==> src/hdl/adc_window_pkg.sv <==
// constants, register map and types of the window compare event logic
package adc_window_pkg;

  // ****************************************************************
  // register byte offsets
  // ****************************************************************
  localparam logic [7:0] CMP_CTRL_OFS = 8'h00; // window_compare_control
  localparam logic [7:0] CMP_BCH_OFS = 8'h04; // window_b_channel_choice
  localparam logic [7:0] INT_STAT_OFS = 8'h08; // sticky event status, RO
  localparam logic [7:0] INT_CLR_OFS = 8'h0C; // write one to clear, WO
  localparam logic [7:0] INT_EN_OFS = 8'h10; // interrupt enable
  localparam logic [7:0] EVT_STATE_OFS = 8'h14; // last outcome, RO

  // ****************************************************************
  // field positions and reset values
  // ****************************************************************
  localparam int COMBINE_LSB = 0; // window_combine_select [1:0]
  localparam int B_ENABLE_BIT = 9; // window_b_enable
  localparam int A_ENABLE_BIT = 11; // window_a_enable
  localparam int CHAN_W = 6; // window_b_channel_select width
  localparam int STAT_MATCH_BIT = 0;
  localparam int STAT_MISMATCH_BIT = 1;
  localparam int STAT_W = 2;
  localparam logic [15:0] CMP_CTRL_RST = 16'h0000;
  localparam logic [5:0] CMP_BCH_RST = 6'h00;
  localparam logic [1:0] INT_EN_RST = 2'h0;

  // ****************************************************************
  // combining codes and channel codes
  // ****************************************************************
  localparam logic [1:0] COMBINE_OR = 2'h0;
  localparam logic [1:0] COMBINE_XOR = 2'h1;
  localparam logic [1:0] COMBINE_AND = 2'h2;
  localparam logic [1:0] COMBINE_RSVD = 2'h3;
  localparam logic [5:0] CH_LOW_LAST = 6'h07; // analog_input_0..7
  localparam logic [5:0] CH_HIGH_FIRST = 6'h10; // analog_input_16
  localparam logic [5:0] CH_HIGH_LAST = 6'h1F; // analog_input_31
  localparam logic [5:0] CH_TEMP = 6'h20; // temperature sensor
  localparam logic [5:0] CH_VREF = 6'h21; // internal reference voltage

  // AHB transfer type bit that marks an active transfer
  localparam int HTRANS_ACTIVE_BIT = 1;

  // control fields as the event logic sees them
  typedef struct packed {
    logic aEnable;
    logic bEnable;
    logic [1:0] combine;
  } cmp_ctrl_t;

  // one finished conversion with both window results
  typedef struct packed {
    logic valid;
    logic [5:0] channel;
    logic aMet;
    logic bMet;
  } conv_result_t;

endpackage

==> src/hdl/adc_window_compare_events.sv <==
// window A/B compare event combiner with an AHB-Lite register slave
// Function
// - select 00: match when window A or B met, else mismatch.
// - select 01: match only when exactly one window is met.
// - select 10: match only when both windows are met.
// - combination not satisfied gives mismatch event instead of match.
// - window B enable 0 suppresses match and mismatch outputs.
// - window A enable 0 suppresses match and mismatch outputs.
// - B codes 0-7, 16-31 are analog inputs; 100001 is reference voltage.
// - B code 100000 routes the temperature sensor result into window B.
`timescale 1ns/10ps
`default_nettype none

module adc_window_compare_events
  import adc_window_pkg::*;
(
  input wire logic mclk,
  input wire logic rstn,
  input wire logic ce,
  // ahb-lite slave
  input wire logic hsel,
  input wire logic [7:0] haddr,
  input wire logic [1:0] htrans,
  input wire logic hwrite,
  input wire logic [2:0] hsize,
  input wire logic [31:0] hwdata,
  input wire logic hready,
  output logic [31:0] hrdata,
  output logic hreadyout,
  output logic hresp,
  // conversion results from the converter core
  input wire logic convValid,
  input wire logic [5:0] convChannel,
  input wire logic winAMet,
  input wire logic winBMet,
  // event link outputs
  output logic windowMatchEvent,
  output logic windowMismatchEvent,
  output logic irq
);

  // ****************************************************************
  // decoding helpers
  // ****************************************************************

  // true for every channel code that window B may legally select
  function automatic logic isLegalChannel(input logic [5:0] code);
    isLegalChannel = (code <= CH_LOW_LAST) ||
                     (code >= CH_HIGH_FIRST && code <= CH_HIGH_LAST) ||
                     (code == CH_TEMP) ||
                     (code == CH_VREF);
  endfunction

  // outcome of the chosen combination of window results
  function automatic logic combineMet(input logic [1:0] sel,
                                      input logic a,
                                      input logic b);
    case (sel)
      COMBINE_OR: combineMet = a | b;
      COMBINE_XOR: combineMet = a ^ b;
      COMBINE_AND: combineMet = a & b;
      default: combineMet = 1'b0;
    endcase
  endfunction

  // ****************************************************************
  // register state
  // ****************************************************************
  logic [15:0] cmpCtrlReg;
  logic [5:0] bChannel;
  logic [STAT_W-1:0] intStatus;
  logic [STAT_W-1:0] intEnable;
  logic lastMatch;
  logic lastMismatch;
  logic dpWrite;
  logic [7:0] dpAddr;
  cmp_ctrl_t ctrl;
  conv_result_t conv;

  // control fields pulled from their bit positions
  assign ctrl.combine = cmpCtrlReg[COMBINE_LSB +: 2];
  assign ctrl.bEnable = cmpCtrlReg[B_ENABLE_BIT];
  assign ctrl.aEnable = cmpCtrlReg[A_ENABLE_BIT];

  // incoming result bundled for the event logic
  assign conv.valid = convValid;
  assign conv.channel = convChannel;
  assign conv.aMet = winAMet;
  assign conv.bMet = winBMet;

  // ****************************************************************
  // ahb-lite address and data phase
  // ****************************************************************
  logic addrPhase;
  logic wrStrobe;
  logic [31:0] readMux;

  // an active transfer is accepted when the bus is ready
  assign addrPhase = hsel && htrans[HTRANS_ACTIVE_BIT] && hready;
  assign wrStrobe = dpWrite && hready;

  // read value for the address now on the bus; unmapped reads zero
  always_comb begin
    readMux = 32'h0000_0000;
    case (haddr)
      CMP_CTRL_OFS: readMux[15:0] = cmpCtrlReg;
      CMP_BCH_OFS: readMux[CHAN_W-1:0] = bChannel;
      INT_STAT_OFS: readMux[STAT_W-1:0] = intStatus;
      INT_EN_OFS: readMux[STAT_W-1:0] = intEnable;
      EVT_STATE_OFS: readMux[STAT_W-1:0] = {lastMismatch, lastMatch};
      default: readMux = 32'h0000_0000;
    endcase
  end

  // remember a write address phase for the following data phase
  always_ff @(posedge mclk or negedge rstn) begin
    if (!rstn) begin
      dpWrite <= 1'b0;
      dpAddr <= 8'h00;
    end else if (ce) begin
      if (hready) begin
        dpWrite <= addrPhase && hwrite;
        dpAddr <= haddr;
      end
    end
  end

  // read data registered so it stands through the data phase
  always_ff @(posedge mclk or negedge rstn) begin
    if (!rstn) begin
      hrdata <= 32'h0000_0000;
    end else if (ce) begin
      if (addrPhase && !hwrite) begin
        hrdata <= readMux;
      end
    end
  end

  // zero wait states, always OKAY
  always_ff @(posedge mclk or negedge rstn) begin
    if (!rstn) begin
      hreadyout <= 1'b1;
      hresp <= 1'b0;
    end else begin
      hreadyout <= 1'b1;
      hresp <= 1'b0;
    end
  end

  // ****************************************************************
  // configuration registers
  // ****************************************************************

  // control and channel choice take the data phase word
  always_ff @(posedge mclk or negedge rstn) begin
    if (!rstn) begin
      cmpCtrlReg <= CMP_CTRL_RST;
      bChannel <= CMP_BCH_RST;
      intEnable <= INT_EN_RST;
    end else if (ce && wrStrobe) begin
      case (dpAddr)
        CMP_CTRL_OFS: cmpCtrlReg <= hwdata[15:0];
        CMP_BCH_OFS: bChannel <= hwdata[CHAN_W-1:0];
        INT_EN_OFS: intEnable <= hwdata[STAT_W-1:0];
        default: cmpCtrlReg <= cmpCtrlReg;
      endcase
    end
  end

  // ****************************************************************
  // window event evaluation
  // ****************************************************************
  logic onSelected;
  logic fire;
  logic met;

  // a result counts only on the legal, selected window B channel
  assign onSelected = conv.valid && isLegalChannel(bChannel) &&
                      (conv.channel == bChannel);
  // both windows enabled and a defined combination chosen
  assign fire = onSelected && ctrl.aEnable &&
                ctrl.bEnable &&
                (ctrl.combine != COMBINE_RSVD);
  assign met = combineMet(ctrl.combine, conv.aMet, conv.bMet);

  // one-cycle event pulses, mutually exclusive
  always_ff @(posedge mclk or negedge rstn) begin
    if (!rstn) begin
      windowMatchEvent <= 1'b0;
      windowMismatchEvent <= 1'b0;
    end else if (ce) begin
      windowMatchEvent <= fire && met;
      windowMismatchEvent <= fire && !met;
    end
  end

  // outcome of the last evaluated conversion, for software
  always_ff @(posedge mclk or negedge rstn) begin
    if (!rstn) begin
      lastMatch <= 1'b0;
      lastMismatch <= 1'b0;
    end else if (ce && fire) begin
      lastMatch <= met;
      lastMismatch <= !met;
    end
  end

  // ****************************************************************
  // interrupt status, clear and output
  // ****************************************************************
  logic [STAT_W-1:0] setMask;
  logic [STAT_W-1:0] clrMask;
  logic [STAT_W-1:0] next_status;

  assign setMask = {fire && !met, fire && met};
  assign clrMask = (wrStrobe && dpAddr == INT_CLR_OFS) ?
                   hwdata[STAT_W-1:0] : {STAT_W{1'b0}};

  // set wins over a clear landing in the same cycle
  genvar gi;
  generate
    for (gi = 0; gi < STAT_W; gi++) begin : g_status
      assign next_status[gi] = setMask[gi] ||
                               (intStatus[gi] && !clrMask[gi]);
    end
  endgenerate

  // sticky flags, then the level interrupt from enabled flags
  always_ff @(posedge mclk or negedge rstn) begin
    if (!rstn) begin
      intStatus <= {STAT_W{1'b0}};
      irq <= 1'b0;
    end else if (ce) begin
      intStatus <= next_status;
      irq <= |(next_status & intEnable);
    end
  end

  // ****************************************************************
  // checks
  // ****************************************************************
  a_or_match: assert property (@(posedge mclk) disable iff (!rstn)
    ce && fire && ctrl.combine == COMBINE_OR && (winAMet || winBMet)
    |=> windowMatchEvent && !windowMismatchEvent)
    else $error("or combination did not give a match");

  a_xor_match: assert property (@(posedge mclk) disable iff (!rstn)
    ce && fire && ctrl.combine == COMBINE_XOR && winAMet && winBMet
    |=> windowMismatchEvent && !windowMatchEvent)
    else $error("xor with both met did not give a mismatch");

  a_and_match: assert property (@(posedge mclk) disable iff (!rstn)
    ce && fire && ctrl.combine == COMBINE_AND && (winAMet != winBMet)
    |=> !windowMatchEvent ##0 windowMismatchEvent)
    else $error("and with one window met gave a match");

  a_events_exclusive: assert property (@(posedge mclk)
    disable iff (!rstn) !(windowMatchEvent && windowMismatchEvent))
    else $error("match and mismatch asserted together");

  a_reserved_silent: assert property (@(posedge mclk) disable iff (!rstn)
    ce && ctrl.combine == COMBINE_RSVD
    |=> !windowMatchEvent && !windowMismatchEvent)
    else $error("event emitted with reserved combination");

  a_b_disable: assert property (@(posedge mclk) disable iff (!rstn)
    ce && !ctrl.bEnable |=> !windowMatchEvent && !windowMismatchEvent)
    else $error("event emitted with window B disabled");

  a_a_disable: assert property (@(posedge mclk) disable iff (!rstn)
    ce && !ctrl.aEnable |=> !windowMatchEvent && !windowMismatchEvent)
    else $error("event emitted with window A disabled");

  a_temp_route: assert property (@(posedge mclk) disable iff (!rstn)
    ce && convValid && bChannel == CH_TEMP && convChannel == CH_TEMP &&
    ctrl.aEnable && ctrl.bEnable && ctrl.combine == COMBINE_AND &&
    winAMet && winBMet |=> windowMatchEvent)
    else $error("temperature sensor result not routed to window B");

  a_illegal_chan: assert property (@(posedge mclk) disable iff (!rstn)
    ce && !isLegalChannel(bChannel)
    |=> !windowMatchEvent && !windowMismatchEvent)
    else $error("event emitted on a forbidden channel code");

  a_once_per_conv: assert property (@(posedge mclk) disable iff (!rstn)
    (windowMatchEvent || windowMismatchEvent) && $past(ce) |->
    $past(convValid) && $past(convChannel) == $past(bChannel))
    else $error("event without a conversion on the selected channel");

  a_irq_level: assert property (@(posedge mclk) disable iff (!rstn)
    ce ##1 ce |-> irq == |($past(next_status) & $past(intEnable)))
    else $error("interrupt does not follow enabled status");

endmodule

`default_nettype wire

==> config.mk <==
export PLATFORM = sky130hd
export DESIGN_NAME = adc_window_compare_events
export DESIGN_NICKNAME = d
export VERILOG_FILES = /design/src/hdl/adc_window_pkg.sv /design/src/hdl/adc_window_compare_events.sv
export SDC_FILE = /design/constraint.sdc
export NUM_CORES = 1
export LEC_CHECK = 0
export ABC_CLOCK_PERIOD_IN_PS = 2000
export BUFFER_PORTS_ARGS = -buffer_cell sky130_fd_sc_hd__buf_4
export CAP_MARGIN = 20
export CORE_UTILIZATION = 49
export CTS_CLUSTER_DIAMETER = 50
export CTS_CLUSTER_SIZE = 40
export DETAILED_ROUTE_END_ITERATION = 16
export PLACE_DENSITY = 0.79
export SETUP_SLACK_MARGIN = 0.15
export SYNTH_ARGS = -nofsm -noshare
export SYNTH_HDL_FRONTEND = slang
export SYNTH_SLANG_ARGS = --single-unit
==> constraint.sdc <==
create_clock -name mclk -period 2 [get_ports mclk]
set_input_delay 0 -clock mclk [delete_from_list [all_inputs] [get_ports mclk]]
set_output_delay 0 -clock mclk [all_outputs]
set_load 0.02 [all_outputs]
# Yosys cells after proc, flatten, opt, wreduce, memory -nomap -nowiden
# Cells that the tools add are included.
[totals] in_bits=60 reg_bits=56 output_inout_bits=37 wordCells=73
[op_classes] bitwise=4 n_reduce_logical=36 magnitude_cmp=3 n_eq_ne=13 n_mux=5
[ops] operator="equality test 8 x 5 -> 1 bit (second input constant)" count=3
[ops] operator="logical AND 1 bit" count=18
[ops] operator="equality test 8 x 3 -> 1 bit (second input constant)" count=2
[ops] operator="equality test 8 x 4 -> 1 bit (second input constant)" count=2
[ops] operator="logical NOT 8 bit" count=2
[ops] operator="equality test 6 bit (second input constant)" count=2
[ops] operator="two-way mux 10 bit" count=1
[ops] operator="case mux 2 bit (5 select lines)" count=1
[ops] operator="AND reduction 2 bit" count=5
[ops] operator="case mux 4 bit (2 select lines)" count=1
[ops] operator="equality test 6 bit" count=1
[ops] operator=">= comparator 6 x 5 -> 1 bit (second input constant)" count=1
[ops] operator="less-or-equal comparator 6 x 3 -> 1 bit (second input constant)" count=1
[ops] operator="less-or-equal comparator 6 x 5 -> 1 bit (second input constant)" count=1
[ops] operator="logical OR 1 bit" count=5
[ops] operator="logical NOT 1 bit" count=4
[ops] operator="case mux 1 bit (3 select lines)" count=1
[ops] operator="AND 2 bit" count=1
[ops] operator="equality test 2 x 1 -> 1 bit (second input constant)" count=1
[ops] operator="equality test 2 bit (second input constant)" count=1
[ops] operator="logical NOT 2 bit" count=1
[ops] operator="two-way mux 2 bit" count=1
[ops] operator="inequality test 2 bit (second input constant)" count=1
[ops] operator="OR reduction 2 bit" count=1
[ops] operator="other kinds (3)" count=3

# Depth between registers and ports, before layout
[logic_depth] word_depth=14 ltp_mapped=7 ltp_nobuf=7

# Worst setup path before layout
# Ideal clock, no wire load.
[synth_path] path_kind="register -> register" from="register dpAddr[1]" to="register cmpCtrlReg[0]" setup_slack_ns=0.193 period_less_slack_ns=1.807 setup_time_ns=0.125 stages_incl_launch_ff=6 required_ns=1.875 arrival_time_ns=1.683 n_path_buf=1 cell_sequence="dfrtp_1 -> nor4b_4 -> nand3b_2 -> nor4_4 -> buf_6 -> mux2_2"
[synth_via] elab_chain_cells=2
[synth_lines] element="start, declared" line_no="adc_window_compare_events.sv:76" text="logic [7:0] dpAddr;"
[synth_lines] element="start signal, assigned" line_no="adc_window_compare_events.sv:123" text="dpAddr <= haddr;"
[synth_lines] element="logical NOT 8 bit" line_no="adc_window_compare_events.sv:161" text="case (dpAddr)"
[synth_lines] element="AND reduction 2 bit (no line)"
[synth_lines] element="end signal, assigned" line_no="adc_window_compare_events.sv:162" text="CMP_CTRL_OFS: cmpCtrlReg <= hwdata[15:0];"
[synth_lines] element="end signal, assigned" line_no="adc_window_compare_events.sv:165" text="default: cmpCtrlReg <= cmpCtrlReg;"
[synth_lines] element="end, declared" line_no="adc_window_compare_events.sv:69" text="logic [15:0] cmpCtrlReg;"
# No other way between the ends.
# A chain may end at the register's enable or synchronous reset.

# Final worst setup path
[layout_path] from="register bChannel[2]" to="register irq"
[layout_via] elab_chain_cells=14 elab_cells_between_ends=21 classes_between="3 x order compare; 3 x eq/ne; 1 x bitwise; 14 x reduce/logical"
[layout_lines] element="start, declared" line_no="adc_window_compare_events.sv:70" text="logic [5:0] bChannel;"
[layout_lines] element="start signal, assigned" line_no="adc_window_compare_events.sv:163" text="CMP_BCH_OFS: bChannel <= hwdata[CHAN_W-1:0];"
[layout_lines] element=">= comparator 6 x 5 -> 1 bit or less-or-equal comparator 6 x 5 -> 1 bit (tied branches)" line_no="adc_window_compare_events.sv:49" text="(code >= CH_HIGH_FIRST && code <= CH_HIGH_LAST) ||"
[layout_lines] element="logical AND 1 bit" line_no="adc_window_compare_events.sv:49"
[layout_lines] element="logical OR 1 bit" line_no="adc_window_compare_events.sv:48" text="isLegalChannel = (code <= CH_LOW_LAST) ||"
[layout_lines] element="logical OR 1 bit" line_no="adc_window_compare_events.sv:49"
[layout_lines] element="logical OR 1 bit" line_no="adc_window_compare_events.sv:50" text="(code == CH_TEMP) ||"
[layout_lines] element="logical AND 1 bit" line_no="adc_window_compare_events.sv:178" text="assign onSelected = conv.valid && isLegalChannel(bChannel) &&"
[layout_lines] element="logical AND 1 bit (*)" line_no="adc_window_compare_events.sv:178"
[layout_lines] element="logical AND 1 bit (*) (2 in series)" line_no="adc_window_compare_events.sv:181" text="assign fire = onSelected && ctrl.aEnable &&"
[layout_lines] element="logical AND 1 bit (*)" line_no="adc_window_compare_events.sv:182" text="ctrl.bEnable &&"
[layout_lines] element="logical AND 1 bit" line_no="adc_window_compare_events.sv:215" text="assign setMask = {fire && !met, fire && met};"
[layout_lines] element="logical OR 1 bit" line_no="adc_window_compare_events.sv:223" text="assign next_status[gi] = setMask[gi] ||"
[layout_lines] element="AND 2 bit (*)" line_no="adc_window_compare_events.sv:235" text="irq <= |(next_status & intEnable);"
[layout_lines] element="OR reduction 2 bit (*)" line_no="adc_window_compare_events.sv:235"
[layout_lines] element="end signal, assigned" line_no="adc_window_compare_events.sv:235"
[layout_lines] element="end, declared" line_no="adc_window_compare_events.sv:39" text="output logic irq"
# Every way passes the cells marked *; elsewhere a longest branch is shown, timed or not.

==> results.md <==
* Final clock skew at 0.0128 ns
* Share of the clock period used by the worst path at 0.895
* Area of the placeable core at 5170 µm²
* Crit-path most repeated cell: sky130_fd_sc_hd__a22o_1
* Least-Margin Pin Slew at 0.693 ns
* Global-route wire length before repair at 8720 µm
* Fin Setup TNS at 0 ns
* Sequence of cells on the critical path: nor4_1, a22o_1, nand4_1, o311ai_1, a22o_1
* Number of placement rows at 26
* Proportion of power drawn by flip-flops and latches at 0.567
* Width of the die at 75.8 µm
* Clock tree from TritonCTS: yes
* Via density per instance at 5.13
* Area of the multi-input gates at 1130 µm²
* Largest fanout of any net on the critical path at 5
* Diodes inserted at 0
* Mapped Area at 2670 µm²
* Number of placed cells counting well taps at 337
* Distinct cell type count of the synthesized netlist at 42
* Unrepaired setup endpoints after global routing: yes
* Average routed wire per standard cell at 15.1 µm
* Post-layout nets at 363
* Total number of yosys warnings at 0
* Internal portion of total power at 1590 µW
* Bufs on Longest Clock Path at 2
* Clock-pin transition on the worst setup and hold timing paths at 0.11 ns
* Maximum number of pins on one net before global-route repair at 57
* Number of global-route vias before repair at 1881
* Most frequent standard cell in the layout excluding fill and tap cells: sky130_fd_sc_hd__buf_4
* Die Outline Area at 5740 µm²
* Outcome: finished, final reports clean
* Cell class contributing the biggest share of worst-path delay: compound AO/OA/AOI/OAI gates
* Number of I/O pins at 97
* Portion of total power attributed to combinational logic at 0.132
* Count of input and output buffers at 58
* Final Max Slew Viols at 0
* Layout cells sized above 1 at 0.381
* Post-Syn Area per Cell at 12.7 µm²
* Highest-count cells in the layout ignoring fill and taps: sky130_fd_sc_hd__buf_4, sky130_fd_sc_hd__dfrtp_1, sky130_fd_sc_hd__dlygate4sd3_1, sky130_fd_sc_hd__mux2_2, sky130_fd_sc_hd__conb_1
* Cell with the biggest individual delay on the critical path: sky130_fd_sc_hd__dfrtp_1
* Clock H-tree levels at 2
* Number of antenna violations at the first check in global routing at 0
* Area used by sequential logic in the layout at 1400 µm²
* Total net switching power at 563 µW
* TritonCTS Buffers at 5
* Number of max-cap violations at 0
* Post-detailed-route count of antenna-violating nets at 0
* Final min period at 1.79 ns
* Total buffers and inverters traversed by the critical path at 0
* Switching share of power at 0.262
* Pre-antenna DRT Iters at 4
* Worst hold path type: primary input to flop
* Critical path launch point type: flop
* Area overhead of the layout relative to synthesis at 31.5%
* EDFF count, synth at 0
* Vertical extent of the die at 75.8 µm
* Hold Violations, Final at 0
* Detailed placer's ending HPWL at 3890 µm
* Endpoint required time on the critical path at 2.25 ns
* Final instance count without filler cells at 372
* Seq/Total Area, Yosys at 0.526
* CTS Root Cell: sky130_fd_sc_hd__clkbuf_8
* LEAKAGE at 0.00173 µW
* Iter 0 DRT Violations at 103
* RePlAce Congestion at 0.821
* Fraction of registers with async set or reset after synthesis at 1.00
* Slew HR at 0.538
* Overall fraction of global-route tracks in use at 0.208
* Type of the setup path with the least slack: flop to flop
* Detailed-route via count at 1907
* Highest clock frequency the design can meet at 559 MHz
* Max IR drop VDD at 0.365 mV
* DRC violations left at 0
* Effective utilization at floorplan at 0.515
* PD cells at 614 nW/µm²
* Most used flip-flop cell after synthesis: sky130_fd_sc_hd__dfrtp_1
* Final setup viols at 0
* CP arrival at 2.04 ns
* Delay of the slowest critical-path stage at 0.45 ns
* Detailed-route wire length at 5630 µm
* Number of clock sinks seen by CTS at 56
* FF+latch count, synth at 56
* FILL cells at 392
* Clock power frac at 0.300
* Clock latency on the worst-skew pair at 0.32 ns
* Critical Path End Type: flop
* Remaining global-route overflow at 0
* Synthesized netlist cell count at 210
* Utilization after layout at 0.677
==> state kept, by name (all words and copies together), names as in the netlist <==
register	count
cmpCtrlReg	16
hrdata	16
dpAddr	8
bChannel	6
intEnable	2
intStatus	2
dpWrite	1
irq	1
lastMatch	1
lastMismatch	1
windowMatchEvent	1
windowMismatchEvent	1
==> power groups by stage <==
stage                     clock network [µW]  registers [µW]  logic [µW]
after floorplan                            0            1230         153
after global placement                     0            1240         237
after detailed placement                   0            1240         243
after CTS                                660            1220         283
after global routing                     705            1230         314
final                                    646            1220         285
==> final cells by class <==
class | count | area share
clock buffer | 5 | 0.0196
inverter | 6 | 0.00643
clock inverter | 3 | 0.00714
multi-input combinational | 140 | 0.323
sequential | 56 | 0.400
timing repair buffer | 92 | 0.219
tap | 70 | 0.0250
==> cells in the mapped netlist, drive strengths merged (3+ instances only) <==
cell    count  area share
inv         6      0.0085
or3         3      0.0070
clkbuf      3      0.0042
nor2        6      0.0085
nor4        3       0.013
a22o       14       0.046
buf        21       0.061
a21o        3      0.0085
nand4       3      0.0094
mux2       33        0.15
nor2b       5       0.012
a22oi       4       0.011
o21ai       9       0.017
xnor2       4       0.013
dfrtp      56        0.53
nand3       4      0.0075
nand2      10       0.014
==> worst register-to-register path: stages (launching register included) <==
cell,delay [ns]
sky130_fd_sc_hd__dfrtp_1,0.45
sky130_fd_sc_hd__nor4_1,0.32
sky130_fd_sc_hd__a22o_1,0.18
sky130_fd_sc_hd__nand4_1,0.25
sky130_fd_sc_hd__o311ai_1,0.35
sky130_fd_sc_hd__a22o_1,0.18
==> path summary, 6_finish.rpt <==
| path | slack (ns) | cells after the start | from | to |
|---|---|---|---|---|
| worst max-delay path | 0.21 | 5 | bChannel[2]$_DFFE_PN0P_ | irq$_DFFE_PN0P_ |
| worst min-delay path | 0.008 | 2 | haddr[4] | dpAddr[4]$_DFFE_PN0P_ |
| worst max register to register | 0.21 | 5 | bChannel[2]$_DFFE_PN0P_ | irq$_DFFE_PN0P_ |
| worst min register to register | 0.49 | 2 | hrdata[4]$_DFFE_PN0P_ | hrdata[4]$_DFFE_PN0P_ |
| max in group asynchronous | 1.27 | 2 | rstn | lastMismatch$_DFFE_PN0P_ |
| min in group asynchronous | 0.26 | 2 | rstn | cmpCtrlReg[10]$_DFFE_PN0P_ |
==> metrics by stage <==
step / power, µW / worst slack, ns / instance area (µm²) / hold WS (ns)
2_1_floorplan: 1390 / 0.193 / 2730 / -0.296
3_3_place_gp: 1480 / 0.124 / 3140 / 0.0919
3_5_place_dp: 1490 / 0.0770 / 3140 / 0.0954
4_1_cts: 2160 / 0.153 / 3490 / 0.00296
5_1_grt: 2250 / 0.124 / 3500 / 0.00613
6_report: 2150 / 0.210 / 3500 / 0.00760
==> routing by layer <==
metal  GRT usage  part of all wire  routed length (µm)
met5           0                 0                   0
met4      0.0720             0.018                 102
met3      0.0344             0.033                 184
met2       0.374              0.53                2970
met1       0.252              0.42                2370
==> cell families after synthesis <==
family | synth area share
simple gates | 0.103
flops | 0.526
other cells | 0.00282
mux | 0.165
xor+xnor | 0.0164
compound gates | 0.104
buf+inv | 0.0737
fa+ha+maj | 0.00939
==> timing repair <==
| item | 4_1_cts | 5_1_grt |
|---|---|---|
| buffers inserted | 0 | 2 |
| pin swaps | 0 | 1 |
| hold buffers | 25 | 0 |
| setup endpoints to repair | 7 | 24 |
| resized for setup | 2 | 1 |
| hold endpoints to repair | 88 | 0 |
(Power assumes the default switching activity.)
